<file path="config.mk">
export PLATFORM = sky130hd
export DESIGN_NAME = tbrfe_top
export DESIGN_NICKNAME = d
export VERILOG_FILES = /design/src/tbrfe_pkg.sv /design/src/tbrfe_crc.sv /design/src/tbrfe_fifo.sv /design/src/tbrfe_top.sv
export SDC_FILE = /design/constraint.sdc
export NUM_CORES = 1
export LEC_CHECK = 0
export BUFFER_PORTS_ARGS = -buffer_cell sky130_fd_sc_hd__clkbuf_2
export CAP_MARGIN = 10
export CELL_PAD_IN_SITES_DETAIL_PLACEMENT = 1
export CELL_PAD_IN_SITES_GLOBAL_PLACEMENT = 1
export CORE_AREA = 2 2 130 258
export DETAILED_ROUTE_END_ITERATION = 10
export DIE_AREA = 0 0 132 260
export PLACE_DENSITY_LB_ADDON = 0.1
export RECOVER_POWER = 50
export SLEW_MARGIN = 20
export SYNTH_ARGS = -nofsm -noshare
export SYNTH_HDL_FRONTEND = slang
export SYNTH_SLANG_ARGS = --single-unit
</file>
<file path="constraint.sdc">
create_clock -name clock -period 15.7 [get_ports clock]
set_input_delay 4.71 -clock clock [delete_from_list [all_inputs] [get_ports clock]]
set_output_delay 4.71 -clock clock [all_outputs]
set_load 0.03 [all_outputs]
</file>
<file path="src/tbrfe_pkg.sv">
// constants, timing counts and state encodings of the type b frame engine
package tbrfe_pkg;

	// clock and bit timing
	localparam real CLK_MHZ = 20.0;
	localparam real ETU_US = 9.4395;
	localparam real EGT_MAX_US = 19.0;
	localparam int ETU_I = int'(ETU_US * CLK_MHZ);
	localparam int EGT_I = int'($floor(EGT_MAX_US * CLK_MHZ));
	localparam int TOL_I = ETU_I / 8;
	localparam logic [15:0] ETU_CYC = 16'(ETU_I);
	localparam logic [15:0] ETU_M1 = 16'(ETU_I - 1);
	localparam logic [15:0] HALF_CYC = 16'(ETU_I / 2);
	localparam logic [15:0] GAP_MAX = 16'(ETU_I / 2 + EGT_I + TOL_I);

	// receive marker windows in cycles
	localparam logic [15:0] SOFL_MIN = 16'(10 * ETU_I - TOL_I);
	localparam logic [15:0] SOFL_MAX = 16'(11 * ETU_I + TOL_I);
	localparam logic [15:0] SOFH_MIN = 16'(2 * ETU_I - TOL_I);
	localparam logic [15:0] SOFH_MAX = 16'(3 * ETU_I + TOL_I);
	localparam logic [15:0] EOF_MIN = 16'(ETU_I / 2 - TOL_I);
	localparam logic [15:0] EOF_MAX = 16'(ETU_I + ETU_I / 2 + TOL_I);
	localparam logic [15:0] TR1_TMO = 16'hffff;

	// durations in whole etu, and the largest fwi exponent
	localparam logic [19:0] SOF_LO_ETU = 20'h0000a;
	localparam logic [19:0] SOF_HI_ETU = 20'h00002;
	localparam logic [19:0] EOF_ETU = 20'h0000a;
	localparam logic [19:0] TR0_MIN_ETU = 20'h00008;
	localparam logic [19:0] ATQB_ETU = 20'h00020;
	localparam int FWT_BASE_ETU = 32;
	localparam logic [3:0] FWI_MAX = 4'he;

	// character layout
	localparam logic [3:0] BIT_START = 4'h0;
	localparam logic [3:0] BIT_LAST_DATA = 4'h8;
	localparam logic [3:0] BIT_STOP = 4'h9;

	// crc
	localparam logic [15:0] CRC_POLY = 16'h1021;
	localparam logic [15:0] CRC_PRESET = 16'hffff;

	// transmit buffer: byte plus last flag
	localparam int FIFO_W = 9;
	localparam int FIFO_D = 8;

	typedef enum logic [6:0] {
		T_IDLE = 7'h01,
		T_SOFL = 7'h02,
		T_SOFH = 7'h04,
		T_CHAR = 7'h08,
		T_EOF = 7'h10,
		T_WAIT = 7'h20,
		T_SPARE = 7'h40
	} tbrfe_tx_e;

	typedef enum logic [6:0] {
		R_IDLE = 7'h01,
		R_TR1 = 7'h02,
		R_SOFL = 7'h04,
		R_SOFH = 7'h08,
		R_CHAR = 7'h10,
		R_GAP = 7'h20,
		R_EOF = 7'h40
	} tbrfe_rx_e;

endpackage : tbrfe_pkg

</file>
<file path="src/tbrfe_crc.sv">
// serial crc register, one bit per enable, in line order
module tbrfe_crc (
	// clock and reset
	input wire logic clock,
	input wire logic reset,
	// control
	input wire logic init,
	input wire logic en,
	input wire logic bit_in,
	// result
	output logic [15:0] crc
);
	logic [15:0] crc_r;
	logic fb;

	assign fb = bit_in ^ crc_r[15];
	assign crc = crc_r;

	always_ff @(posedge clock or posedge reset)
	begin
		if (reset)
			crc_r <= tbrfe_pkg::CRC_PRESET;
		else if (init)
			crc_r <= tbrfe_pkg::CRC_PRESET;
		else if (en)
			crc_r <= {crc_r[14:0], 1'b0} ^ (fb ? tbrfe_pkg::CRC_POLY : 16'h0000);
	end

endmodule : tbrfe_crc

</file>
<file path="src/tbrfe_fifo.sv">
// parameterised flip-flop fifo with valid and ready on both sides
module tbrfe_fifo #(
	parameter int W = 9,
	parameter int D = 8
) (
	// clock and reset
	input wire logic clock,
	input wire logic reset,
	// fill side
	input wire logic in_valid,
	output logic in_ready,
	input wire logic [W-1:0] in_data,
	// drain side
	output logic out_valid,
	input wire logic out_ready,
	output logic [W-1:0] out_data
);
	localparam int AW = $clog2(D);
	localparam logic [AW-1:0] PTR_LAST = AW'(D - 1);
	localparam logic [AW:0] CNT_FULL = (AW + 1)'(D);

	logic [W-1:0] mem_r [D];
	logic [AW-1:0] wp_r;
	logic [AW-1:0] rp_r;
	logic [AW:0] cnt_r;
	logic [AW:0] cnt_nxt;
	logic in_ready_r;
	logic out_valid_r;
	logic wr;
	logic rd;

	assign wr = in_valid && in_ready_r;
	assign rd = out_valid_r && out_ready;
	assign in_ready = in_ready_r;
	assign out_valid = out_valid_r;
	assign out_data = mem_r[rp_r];

	always_comb
	begin
		cnt_nxt = cnt_r;
		if (wr && !rd)
			cnt_nxt = cnt_r + 1'b1;
		else if (rd && !wr)
			cnt_nxt = cnt_r - 1'b1;
	end

	genvar i;
	for (i = 0; i < D; i++)
	begin : g_entry
		always_ff @(posedge clock or posedge reset)
		begin
			if (reset)
				mem_r[i] <= '0;
			else if (wr && wp_r == AW'(i))
				mem_r[i] <= in_data;
		end
	end

	always_ff @(posedge clock or posedge reset)
	begin
		if (reset)
		begin
			wp_r <= '0;
			rp_r <= '0;
			cnt_r <= '0;
			in_ready_r <= 1'b0;
			out_valid_r <= 1'b0;
		end
		else
		begin
			if (wr)
				wp_r <= (wp_r == PTR_LAST) ? '0 : wp_r + 1'b1;
			if (rd)
				rp_r <= (rp_r == PTR_LAST) ? '0 : rp_r + 1'b1;
			cnt_r <= cnt_nxt;
			in_ready_r <= cnt_nxt != CNT_FULL;
			out_valid_r <= cnt_nxt != '0;
		end
	end

endmodule : tbrfe_fifo

</file>
<file path="src/tbrfe_top.sv">
// type b reader frame engine: transmit framer, response timing, receive deframer
module tbrfe_top #(
	parameter int FWT_BASE_ETU = tbrfe_pkg::FWT_BASE_ETU
) (
	// clock and reset
	input wire logic clock,
	input wire logic reset,
	// host transmit stream
	input wire logic tx_valid,
	output logic tx_ready,
	input wire logic [7:0] tx_data,
	input wire logic tx_last,
	// response wait setting
	input wire logic [3:0] fwi,
	input wire logic atqb_wait,
	// rf front end
	output logic rf_mod_r,
	output logic carrier_on_r,
	input wire logic sub_on_pin,
	input wire logic sub_phase_pin,
	// host receive stream and status
	output logic [7:0] rx_data_r,
	output logic rx_valid_r,
	output logic rx_done_r,
	output logic rx_crc_err_r,
	output logic rx_frame_err_r,
	output logic resp_timeout_r,
	output logic tx_underrun_r,
	output logic busy_r
);
	tbrfe_pkg::tbrfe_tx_e tx_st_r;
	tbrfe_pkg::tbrfe_rx_e rx_st_r;

	logic [1:0] son_r;
	logic [1:0] sph_r;
	logic sub_on_s;
	logic sub_ph_s;
	logic [15:0] tcnt_r;
	logic tick;
	logic [19:0] ecnt_r;
	logic [19:0] fwt_lim;
	logic [3:0] fwi_c;
	logic [9:0] shift_r;
	logic [3:0] bidx_r;
	logic [1:0] crc_ph_r;
	logic last_r;
	logic f_valid;
	logic f_pop;
	logic [8:0] f_data;
	logic stop_end;
	logic [15:0] tx_crc;
	logic tx_crc_en;
	logic [15:0] rx_crc;
	logic rx_crc_en;
	logic [15:0] rcnt_r;
	logic [3:0] rbidx_r;
	logic [7:0] rbyte_r;
	logic ref_r;
	logic [1:0] nb_r;
	logic crc_ok_r;
	logic lvl;
	logic samp;
	logic guard_ok;

	function automatic logic [7:0] rev8(input logic [7:0] v);
		logic [7:0] r;
		r = '0;
		for (int k = 0; k < 8; k++)
			r[k] = v[7 - k];
		return r;
	endfunction : rev8

	// pin synchronisers
	always_ff @(posedge clock or posedge reset)
	begin
		if (reset)
		begin
			son_r <= 2'h0;
			sph_r <= 2'h0;
		end
		else
		begin
			son_r <= {son_r[0], sub_on_pin};
			sph_r <= {sph_r[0], sub_phase_pin};
		end
	end
	assign sub_on_s = son_r[1];
	assign sub_ph_s = sph_r[1];

	tbrfe_fifo #(
		.W(tbrfe_pkg::FIFO_W),
		.D(tbrfe_pkg::FIFO_D)
	) u_fifo (
		.clock(clock),
		.reset(reset),
		.in_valid(tx_valid),
		.in_ready(tx_ready),
		.in_data({tx_last, tx_data}),
		.out_valid(f_valid),
		.out_ready(f_pop),
		.out_data(f_data)
	);

	// etu tick while the transmit side is active
	assign tick = tcnt_r == tbrfe_pkg::ETU_M1;
	always_ff @(posedge clock or posedge reset)
	begin
		if (reset)
			tcnt_r <= 16'h0000;
		else if (tx_st_r == tbrfe_pkg::T_IDLE || tick)
			tcnt_r <= 16'h0000;
		else
			tcnt_r <= tcnt_r + 1'b1;
	end

	assign fwi_c = (fwi > tbrfe_pkg::FWI_MAX) ? tbrfe_pkg::FWI_MAX : fwi;
	assign fwt_lim = atqb_wait ? tbrfe_pkg::ATQB_ETU : (20'(FWT_BASE_ETU) << fwi_c);
	assign stop_end = tx_st_r == tbrfe_pkg::T_CHAR && tick && bidx_r == tbrfe_pkg::BIT_STOP;
	assign guard_ok = tx_st_r == tbrfe_pkg::T_WAIT && ecnt_r >= tbrfe_pkg::TR0_MIN_ETU;

	// pop the next byte at the sof end or right at a stop bit end
	always_comb
	begin
		f_pop = 1'b0;
		if (tx_st_r == tbrfe_pkg::T_SOFH && tick && ecnt_r == tbrfe_pkg::SOF_HI_ETU - 1'b1)
			f_pop = f_valid;
		else if (stop_end && !last_r && crc_ph_r == 2'h0)
			f_pop = f_valid;
	end

	// data bits only feed the crc
	assign tx_crc_en = tx_st_r == tbrfe_pkg::T_CHAR && tick && crc_ph_r == 2'h0
		&& bidx_r < tbrfe_pkg::BIT_LAST_DATA;

	tbrfe_crc u_tx_crc (
		.clock(clock),
		.reset(reset),
		.init(tx_st_r == tbrfe_pkg::T_IDLE),
		.en(tx_crc_en),
		.bit_in(shift_r[1]),
		.crc(tx_crc)
	);

	// transmit framer and response wait
	always_ff @(posedge clock or posedge reset)
	begin
		if (reset)
		begin
			tx_st_r <= tbrfe_pkg::T_IDLE;
			ecnt_r <= 20'h00000;
			shift_r <= 10'h3ff;
			bidx_r <= 4'h0;
			crc_ph_r <= 2'h0;
			last_r <= 1'b0;
			rf_mod_r <= 1'b0;
			resp_timeout_r <= 1'b0;
			tx_underrun_r <= 1'b0;
		end
		else
		begin
			resp_timeout_r <= 1'b0;
			tx_underrun_r <= 1'b0;
			case (tx_st_r)
				tbrfe_pkg::T_IDLE:
				begin
					rf_mod_r <= 1'b0;
					if (f_valid)
					begin
						tx_st_r <= tbrfe_pkg::T_SOFL;
						ecnt_r <= 20'h00000;
						crc_ph_r <= 2'h0;
						last_r <= 1'b0;
						rf_mod_r <= 1'b1;
					end
				end
				tbrfe_pkg::T_SOFL:
					if (tick)
					begin
						ecnt_r <= ecnt_r + 1'b1;
						if (ecnt_r == tbrfe_pkg::SOF_LO_ETU - 1'b1)
						begin
							tx_st_r <= tbrfe_pkg::T_SOFH;
							ecnt_r <= 20'h00000;
							rf_mod_r <= 1'b0;
						end
					end
				tbrfe_pkg::T_SOFH:
					if (tick)
					begin
						ecnt_r <= ecnt_r + 1'b1;
						if (ecnt_r == tbrfe_pkg::SOF_HI_ETU - 1'b1)
						begin
							tx_st_r <= tbrfe_pkg::T_CHAR;
							shift_r <= {1'b1, f_data[7:0], 1'b0};
							last_r <= f_data[8];
							bidx_r <= 4'h0;
							rf_mod_r <= 1'b1;
						end
					end
				tbrfe_pkg::T_CHAR:
					if (stop_end)
					begin
						bidx_r <= 4'h0;
						rf_mod_r <= 1'b1;
						if (crc_ph_r == 2'h0 && !last_r && f_valid)
						begin
							shift_r <= {1'b1, f_data[7:0], 1'b0};
							last_r <= f_data[8];
						end
						else if (crc_ph_r == 2'h0)
						begin
							tx_underrun_r <= !last_r;
							shift_r <= {1'b1, rev8(tx_crc[15:8]), 1'b0};
							crc_ph_r <= 2'h1;
						end
						else if (crc_ph_r == 2'h1)
						begin
							shift_r <= {1'b1, rev8(tx_crc[7:0]), 1'b0};
							crc_ph_r <= 2'h2;
						end
						else
						begin
							tx_st_r <= tbrfe_pkg::T_EOF;
							ecnt_r <= 20'h00000;
						end
					end
					else if (tick)
					begin
						shift_r <= {1'b1, shift_r[9:1]};
						bidx_r <= bidx_r + 1'b1;
						rf_mod_r <= !shift_r[1];
					end
				tbrfe_pkg::T_EOF:
					if (tick)
					begin
						ecnt_r <= ecnt_r + 1'b1;
						if (ecnt_r == tbrfe_pkg::EOF_ETU - 1'b1)
						begin
							tx_st_r <= tbrfe_pkg::T_WAIT;
							ecnt_r <= 20'h00000;
							rf_mod_r <= 1'b0;
						end
					end
				tbrfe_pkg::T_WAIT:
				begin
					rf_mod_r <= 1'b0;
					if (tick && ecnt_r != 20'hfffff)
						ecnt_r <= ecnt_r + 1'b1;
					if (rx_done_r)
						tx_st_r <= tbrfe_pkg::T_IDLE;
					else if (rx_st_r == tbrfe_pkg::R_IDLE && tick && ecnt_r >= fwt_lim - 1'b1)
					begin
						tx_st_r <= tbrfe_pkg::T_IDLE;
						resp_timeout_r <= 1'b1;
					end
				end
				default:
					tx_st_r <= tbrfe_pkg::T_IDLE;
			endcase
		end
	end

	// carrier stays on; busy mirrors the framer
	always_ff @(posedge clock or posedge reset)
	begin
		if (reset)
		begin
			carrier_on_r <= 1'b0;
			busy_r <= 1'b0;
		end
		else
		begin
			carrier_on_r <= 1'b1;
			busy_r <= tx_st_r != tbrfe_pkg::T_IDLE;
		end
	end

	// demodulated level: same phase as sync period means one
	assign lvl = sub_on_s ? (sub_ph_s == ref_r) : 1'b1;
	assign samp = rx_st_r == tbrfe_pkg::R_CHAR
		&& rcnt_r == ((rbidx_r == tbrfe_pkg::BIT_START) ? tbrfe_pkg::HALF_CYC : tbrfe_pkg::ETU_CYC);
	assign rx_crc_en = samp && rbidx_r != tbrfe_pkg::BIT_START && rbidx_r != tbrfe_pkg::BIT_STOP;

	tbrfe_crc u_rx_crc (
		.clock(clock),
		.reset(reset),
		.init(rx_st_r == tbrfe_pkg::R_IDLE),
		.en(rx_crc_en),
		.bit_in(lvl),
		.crc(rx_crc)
	);

	// receive deframer
	always_ff @(posedge clock or posedge reset)
	begin
		if (reset)
		begin
			rx_st_r <= tbrfe_pkg::R_IDLE;
			rcnt_r <= 16'h0000;
			rbidx_r <= 4'h0;
			rbyte_r <= 8'h00;
			ref_r <= 1'b0;
			nb_r <= 2'h0;
			crc_ok_r <= 1'b0;
			rx_data_r <= 8'h00;
			rx_valid_r <= 1'b0;
			rx_done_r <= 1'b0;
			rx_crc_err_r <= 1'b0;
			rx_frame_err_r <= 1'b0;
		end
		else
		begin
			rx_valid_r <= 1'b0;
			rx_done_r <= 1'b0;
			rx_crc_err_r <= 1'b0;
			rx_frame_err_r <= 1'b0;
			if (rcnt_r != tbrfe_pkg::TR1_TMO)
				rcnt_r <= rcnt_r + 1'b1;
			case (rx_st_r)
				tbrfe_pkg::R_IDLE:
				begin
					nb_r <= 2'h0;
					crc_ok_r <= 1'b0;
					if (guard_ok && sub_on_s && !rx_done_r)
					begin
						rx_st_r <= tbrfe_pkg::R_TR1;
						rcnt_r <= 16'h0000;
					end
				end
				tbrfe_pkg::R_TR1:
				begin
					if (rcnt_r == tbrfe_pkg::ETU_CYC)
						ref_r <= sub_ph_s;
					if (!sub_on_s || rcnt_r == tbrfe_pkg::TR1_TMO)
					begin
						rx_st_r <= tbrfe_pkg::R_IDLE;
						rx_done_r <= 1'b1;
						rx_frame_err_r <= 1'b1;
					end
					else if (rcnt_r > tbrfe_pkg::ETU_CYC && !lvl)
					begin
						rx_st_r <= tbrfe_pkg::R_SOFL;
						rcnt_r <= 16'h0000;
					end
				end
				tbrfe_pkg::R_SOFL:
					if (!sub_on_s || rcnt_r > tbrfe_pkg::SOFL_MAX
						|| (lvl && rcnt_r < tbrfe_pkg::SOFL_MIN))
					begin
						rx_st_r <= tbrfe_pkg::R_IDLE;
						rx_done_r <= 1'b1;
						rx_frame_err_r <= 1'b1;
					end
					else if (lvl)
					begin
						rx_st_r <= tbrfe_pkg::R_SOFH;
						rcnt_r <= 16'h0000;
					end
				tbrfe_pkg::R_SOFH:
					if (!sub_on_s || rcnt_r > tbrfe_pkg::SOFH_MAX
						|| (!lvl && rcnt_r < tbrfe_pkg::SOFH_MIN))
					begin
						rx_st_r <= tbrfe_pkg::R_IDLE;
						rx_done_r <= 1'b1;
						rx_frame_err_r <= 1'b1;
					end
					else if (!lvl)
					begin
						rx_st_r <= tbrfe_pkg::R_CHAR;
						rcnt_r <= 16'h0000;
						rbidx_r <= tbrfe_pkg::BIT_START;
					end
				tbrfe_pkg::R_CHAR:
					if (samp)
					begin
						rcnt_r <= 16'h0001;
						rbidx_r <= rbidx_r + 1'b1;
						if (rbidx_r == tbrfe_pkg::BIT_START && lvl)
						begin
							rx_st_r <= tbrfe_pkg::R_IDLE;
							rx_done_r <= 1'b1;
							rx_frame_err_r <= 1'b1;
						end
						else if (rbidx_r == tbrfe_pkg::BIT_STOP && lvl)
						begin
							rx_st_r <= tbrfe_pkg::R_GAP;
							rcnt_r <= 16'h0000;
							rx_data_r <= rbyte_r;
							rx_valid_r <= 1'b1;
							if (nb_r != 2'h2)
								nb_r <= nb_r + 1'b1;
							crc_ok_r <= rx_crc == 16'h0000;
						end
						else if (rbidx_r == tbrfe_pkg::BIT_STOP)
						begin
							rx_st_r <= (rbyte_r == 8'h00) ? tbrfe_pkg::R_EOF : tbrfe_pkg::R_IDLE;
							rcnt_r <= 16'h0000;
							rx_done_r <= rbyte_r != 8'h00;
							rx_frame_err_r <= rbyte_r != 8'h00;
						end
						else if (rbidx_r != tbrfe_pkg::BIT_START)
							rbyte_r <= {lvl, rbyte_r[7:1]};
					end
				tbrfe_pkg::R_GAP:
					if (!lvl)
					begin
						rx_st_r <= tbrfe_pkg::R_CHAR;
						rcnt_r <= 16'h0000;
						rbidx_r <= tbrfe_pkg::BIT_START;
					end
					else if (rcnt_r == tbrfe_pkg::GAP_MAX)
					begin
						rx_st_r <= tbrfe_pkg::R_IDLE;
						rx_done_r <= 1'b1;
						rx_frame_err_r <= 1'b1;
					end
				tbrfe_pkg::R_EOF:
					if (rcnt_r > tbrfe_pkg::EOF_MAX || (lvl && rcnt_r < tbrfe_pkg::EOF_MIN))
					begin
						rx_st_r <= tbrfe_pkg::R_IDLE;
						rx_done_r <= 1'b1;
						rx_frame_err_r <= 1'b1;
					end
					else if (lvl)
					begin
						rx_st_r <= tbrfe_pkg::R_IDLE;
						rx_done_r <= 1'b1;
						rx_crc_err_r <= !(crc_ok_r && nb_r == 2'h2);
					end
				default:
					rx_st_r <= tbrfe_pkg::R_IDLE;
			endcase
		end
	end

endmodule : tbrfe_top

</file>
# After elaboration in Yosys (flattened, before gate mapping)
# Index checks and enable logic that the tools add are counted.
# Widths: inputs -> output; s select.
dict set report totals {
  ff_bits 236
  latch_bits 0
  ramBits 0
  romBits 0
  in_bits 19
  out_inout_bits 18
  word_cells 375
  n_memories 0
}
dict set report op_classes {
  addsub 11
  mul 0
  n_div 0
  n_lt_le_gt_ge 12
  n_eq_ne 70
  shifts 1
  mux 148
  bitwise 8
  n_reduce_logical 84
}
# cell count
set op_table {}
lappend op_table {{$mux 16} 14}
lappend op_table {{$mux 7} 29}
lappend op_table {{$mux 20} 10}
lappend op_table {{$pmux 20 s5} 1}
lappend op_table {{$pmux 16 s6} 1}
lappend op_table {{$mux 10} 7}
lappend op_table {{$pmux 7 s7} 1}
lappend op_table {{$mux 1} 47}
lappend op_table {{$pmux 7 s6} 1}
lappend op_table {{$mux 4} 10}
lappend op_table {{$logic_and 1x1->1} 38}
lappend op_table {{$add 16x1->16 const B} 2}
lappend op_table {{$eq 16x8->1 const B} 2}
lappend op_table {{$xor 16x16->16} 2}
lappend op_table {{$ne 2x2->1 const B} 15}
lappend op_table {{$bmux 9 s3} 1}
lappend op_table {{$mux 13} 2}
lappend op_table {{$add 20x1->20 const B} 1}
lappend op_table {{$eq 20x1->1 const B} 1}
lappend op_table {{$eq 20x4->1 const B} 1}
lappend op_table {{$ge 20x20->1} 1}
lappend op_table {{$ge 20x4->1 const B} 1}
lappend op_table {{$ne 20x20->1 const B} 1}
lappend op_table {{$pmux 10 s2} 1}
lappend op_table {{77 further kinds} 144}

# Longest topological paths before layout
dict set report logic_depth {
  ltp_word 12
  mapped_depth 16
  depth_no_buf 15
}

# Cells and area by module
# A second synthesis with hierarchy kept.
dict set report unflattened {
  cells_unflattened 1237
  area_unflattened_um2 12937.4
}
# mod instances cells_per_inst area_each_um2 seq_area_each_um2
set modules_own_cells {}
lappend modules_own_cells {tbrfe_top 1 863 7423.4 2940.3}
lappend modules_own_cells {tbrfe_fifo 1 260 4025.1 2102.0}
lappend modules_own_cells {tbrfe_crc 2 57 744.5 420.4}

# Worst setup path before layout
# OpenSTA, ideal clock, no wires.
dict set report synth_timing {
  path_type {in2reg}
  startpoint {input port fwi[3]}
  endpoint {register tx_st_r[0]}
  setup_ns 0.079
  arrival_ns 7.556
  required_ns 15.621
  slack_ns 8.065
  stages 16
  path_buffers 2
  path_cell_list {clkbuf_1 -> nor3_1 -> a21oi_1 -> ha_1 -> buf_1 -> nand2_1 -> o21ai_0 -> a21oi_1 -> ha_1 -> a21o_1 -> a21o_1 -> a21oi_1 -> o21ai_0 -> a2111oi_0 -> o21bai_1 -> a22o_1}
}
dict set report synth_via {
  elab_chain_cells 9
}
# element line_no
set synth_lines {}
lappend synth_lines {{start: declaration} tbrfe_top.sv:14} ;# input wire logic [3:0] fwi,
lappend synth_lines {{$gt 4x4->1} tbrfe_top.sv:116} ;# assign fwi_c = (fwi > tbrfe_pkg::FWI_MAX) ? tbrfe_pkg::FWI_MAX : fwi;
lappend synth_lines {{$mux 4 *} tbrfe_top.sv:116}
lappend synth_lines {{$shl 6x4->20 *} tbrfe_top.sv:117} ;# assign fwt_lim = atqb_wait ? tbrfe_pkg::ATQB_ETU : (20'(FWT_BASE_ETU) << fwi_c);
lappend synth_lines {{$mux 20 *} tbrfe_top.sv:117}
lappend synth_lines {{$sub 20x1->20 *} tbrfe_top.sv:251} ;# else if (rx_st_r == tbrfe_pkg::R_IDLE && tick && ecnt_r >= fwt_lim - 1'b1)
lappend synth_lines {{$ge 20x20->1 *} tbrfe_top.sv:251}
lappend synth_lines {{$logic_and 1x1->1 *} tbrfe_top.sv:251}
lappend synth_lines {{$ne 3x2->1 (no line) *} -}
lappend synth_lines {{$reduce_and 12->1 (no line) *} -}
lappend synth_lines {{end signal: assignment} tbrfe_top.sv:250} ;# tx_st_r <= tbrfe_pkg::T_IDLE;
lappend synth_lines {{end signal: assignment} tbrfe_top.sv:253} ;# tx_st_r <= tbrfe_pkg::T_IDLE;
lappend synth_lines {{end signal: assignment} tbrfe_top.sv:258} ;# tx_st_r <= tbrfe_pkg::T_IDLE;
lappend synth_lines {{end: declaration} tbrfe_top.sv:31} ;# tbrfe_pkg::tbrfe_tx_e tx_st_r;
# Every way passes the cells marked *; elsewhere a longest branch is shown, timed or not.
# A chain may end at the register's enable or synchronous reset.

==> metrics.csv <==
metric,value,unit
sequentialPowerShare,0.457,
p_sw,452.2,uW
register_area,5883,um^2
viasPerCell,5.706,
fin_nets,1310,
diodes,0,
rows,93,
intPower,1.219,mW
clock_skew,0.01853,ns
hold_viol,0,
post-cts-setup-buffers,0,
hold_class,reg2reg,
fp.dieH,260,um
final_common_cell,dfrtp_1,
core,32230,um^2
syn2layout_area_growth,11.00,%
switching_share,0.2706,
pin_count,37,
critPathCaptureType,async pin,
rsz0062_at_grt,no,
worstPathArrival,8.80,ns
finalCritPeriodShare,0.5256,
leakage,6.163,nW
cts_max_level,1,
reg2reg_slack,11.45,ns
drv_cap,3,
track_usage,0.2072,
crit_path_end,son_r[0]$_DFF_PP0_,
drv_slew,139,
die_x,132,um
io_buffers,36,
dieArea,34320,um^2
r2r-start,tcnt_r[0]$_DFF_PP0_,
layout-drive-gt1-share,0.1987,
tns,0,ns
antenna_found_initial,0,
layout_common_cells,"191 x dfrtp_1, 134 x nand2_1, 91 x mux2_2",
wl_met3,709,um
place_inst,1651,
yosysTopAreaCell,dfrtp_1,
routabilityCongestion,0.8147,
vias,9672,
rr_endpoint,ecnt_r[12]$_DFFE_PP0P_,
drt-met1-wl,13.08,mm
synth_seq_cells,233,
synth_edf_count,0,
vdd_drop_max,91.07,uV
ys.warnings.count,0,
fin_area,14140,um^2
synthCells,1232,
cts_sinks,233,
root_buffer,clkbuf_16,
wl_met2,19.93,mm
worst_pin_slew,4.180,ns
n_fill_cell,3618,
synthArstFlopShare,1.000,
violations,"capacitance limit, slew limit",
clkPwrFrac,0.364,
first_pass_iters,4,
syn_nets,1292,
yosys_most_used_dff,dfrtp_1,
drt_iter0_markers,238,
fmax,121.2,MHz
multi_input_area,6474,um^2
synth_top_area_frac,0.3753,
cts_buffers,24,
top_layer_used,met4,
status,finished with violations,
drc_errors,0,
crit_fanout,93,
clkTransAtPathRegs,0.06,ns
ys_types,79,
required,16.25,ns
tritoncts,yes,
worstSetupStartpoint,reset,
grt_pass1_wl,57.41,mm
power_density,118.2,nW/um^2
setup_violations,0,
clk-insertion-delay-late,0.55,ns
start_util,0.3951,
ys_seq_area_frac,0.4620,
finalWirelength,34.68,mm
critical_path_class,in2async,
final_cells,1695,
grt_pass1_vias,10520,
startpoint_type,primary input,
reg2regPathDepth,10,
grt_overflow,0,
synth.area.top_cells,"dfrtp_1 38%, dfstp_2 8.7%, mux2_2 8.0%",
grt_max_degree,94,
hold_buffers,0,
avgRoutedWirePerCell,20.46,um
fin_crit,8.252,ns
slew-limit-headroom,-1.802,
synthesis.area_per_instance,10.34,um^2
combPwrFrac,0.179,
cts_buffer_depth,3,
hpwl,24.95,mm
post_dp_cell_area,13340,um^2
cts_resized,0,
antenna_left,0,
netlist_area,12730,um^2
## stage by stage
step	power (mW)	worst slack (ns)	hold slack (ns)	utilization
after floorplan	0.9871	4.670	0.3312	-
after global placement	1.061	7.397	0.3337	0.4139
after detailed placement	1.079	7.309	0.3362	0.4139
after CTS	1.699	7.867	0.3533	0.4402
after global routing	1.757	6.672	0.3645	0.4386
final	1.671	7.448	0.3488	0.4386
## cell type report
class                   instances  area share
well taps                     427     0.03779
inverters                      37    0.009913
multi-input cells             907      0.4580
flip-flops and latches        233      0.4162
repair buffers                 47     0.01806
clock buffers                  29     0.04673
clock inverters                15     0.01337
## metal layers
metal	up-vias	global-route usage
li1	4538	-
met1	4989	0.2227
met2	93	0.4138
met3	52	0.02105
met4	0	0.07095
met5	-	0
## power groups by stage
stage	logic (mW)	registers, mW	clock network (mW)
after global routing	0.332	0.776	0.649
after floorplan	0.233	0.754	0
after detailed placement	0.305	0.774	0
after CTS	0.307	0.763	0.629
final	0.299	0.764	0.608
after global placement	0.295	0.766	0
## worst min path at each step
stage                               to               start  depth (start not counted)
floorplan           son_r[1]$_DFF_PP0_  son_r[0]$_DFF_PP0_                          0
global placement    son_r[1]$_DFF_PP0_  son_r[0]$_DFF_PP0_                          0
detailed placement  sph_r[1]$_DFF_PP0_  sph_r[0]$_DFF_PP0_                          0
CTS                 sph_r[1]$_DFF_PP0_  sph_r[0]$_DFF_PP0_                          0
global route        son_r[1]$_DFF_PP0_  son_r[0]$_DFF_PP0_                          0
finish              sph_r[1]$_DFF_PP0_  sph_r[0]$_DFF_PP0_                          0
## registers in the layout (all words and copies together), names as in the netlist, 3 cells and up
name	cells
rbyte_r	8
shift_r	8
tx_st_r	6
u_tx_crc.crc	16
bidx_r	4
tcnt_r	16
rcnt_r	16
rbidx_r	4
ecnt_r	20
u_fifo.rp_r	3
u_fifo.mem_r	72
u_rx_crc.crc	16
u_fifo.wp_r	3
rx_data_r	8
u_fifo.cnt_r	4
rx_st_r	7
## synthesized netlist by cell type, types with 26 or more instances
| library cell | n |
|---|---|
| a211oi_1 | 30 |
| a21oi_1 | 45 |
| clkbuf_1 | 45 |
| dfrtp_1 | 191 |
| dfstp_2 | 42 |
| ha_1 | 41 |
| inv_1 | 37 |
| mux2_2 | 91 |
| mux2i_1 | 26 |
| nand2_1 | 134 |
| nand3_1 | 53 |
| nor2_1 | 82 |
| nor3_1 | 31 |
| nor4_1 | 27 |
| o21ai_0 | 52 |
## logic make-up (layout without fill, tap and decap cells)
| kind of cell | after synthesis | after routing | share of synthesized area |
|---|---|---|---|
| buf+inv | 92 | 128 | 0.02781 |
| compound gates | 227 | 227 | 0.1211 |
| fa+ha+maj | 43 | 43 | 0.04185 |
| simple gates | 462 | 462 | 0.1874 |
| xor+xnor | 39 | 39 | 0.02682 |
| flops | 233 | 233 | 0.4620 |
| other cells | 1 | 1 | 0.0002945 |
| mux | 135 | 135 | 0.1327 |
## critical path, stage by stage
cell        delay, ns
clkbuf_2         0.09
clkinvlp_2       2.32
buf_6            0.73
buf_4            0.78
Note: power is estimated with default switching activity, not from simulation.
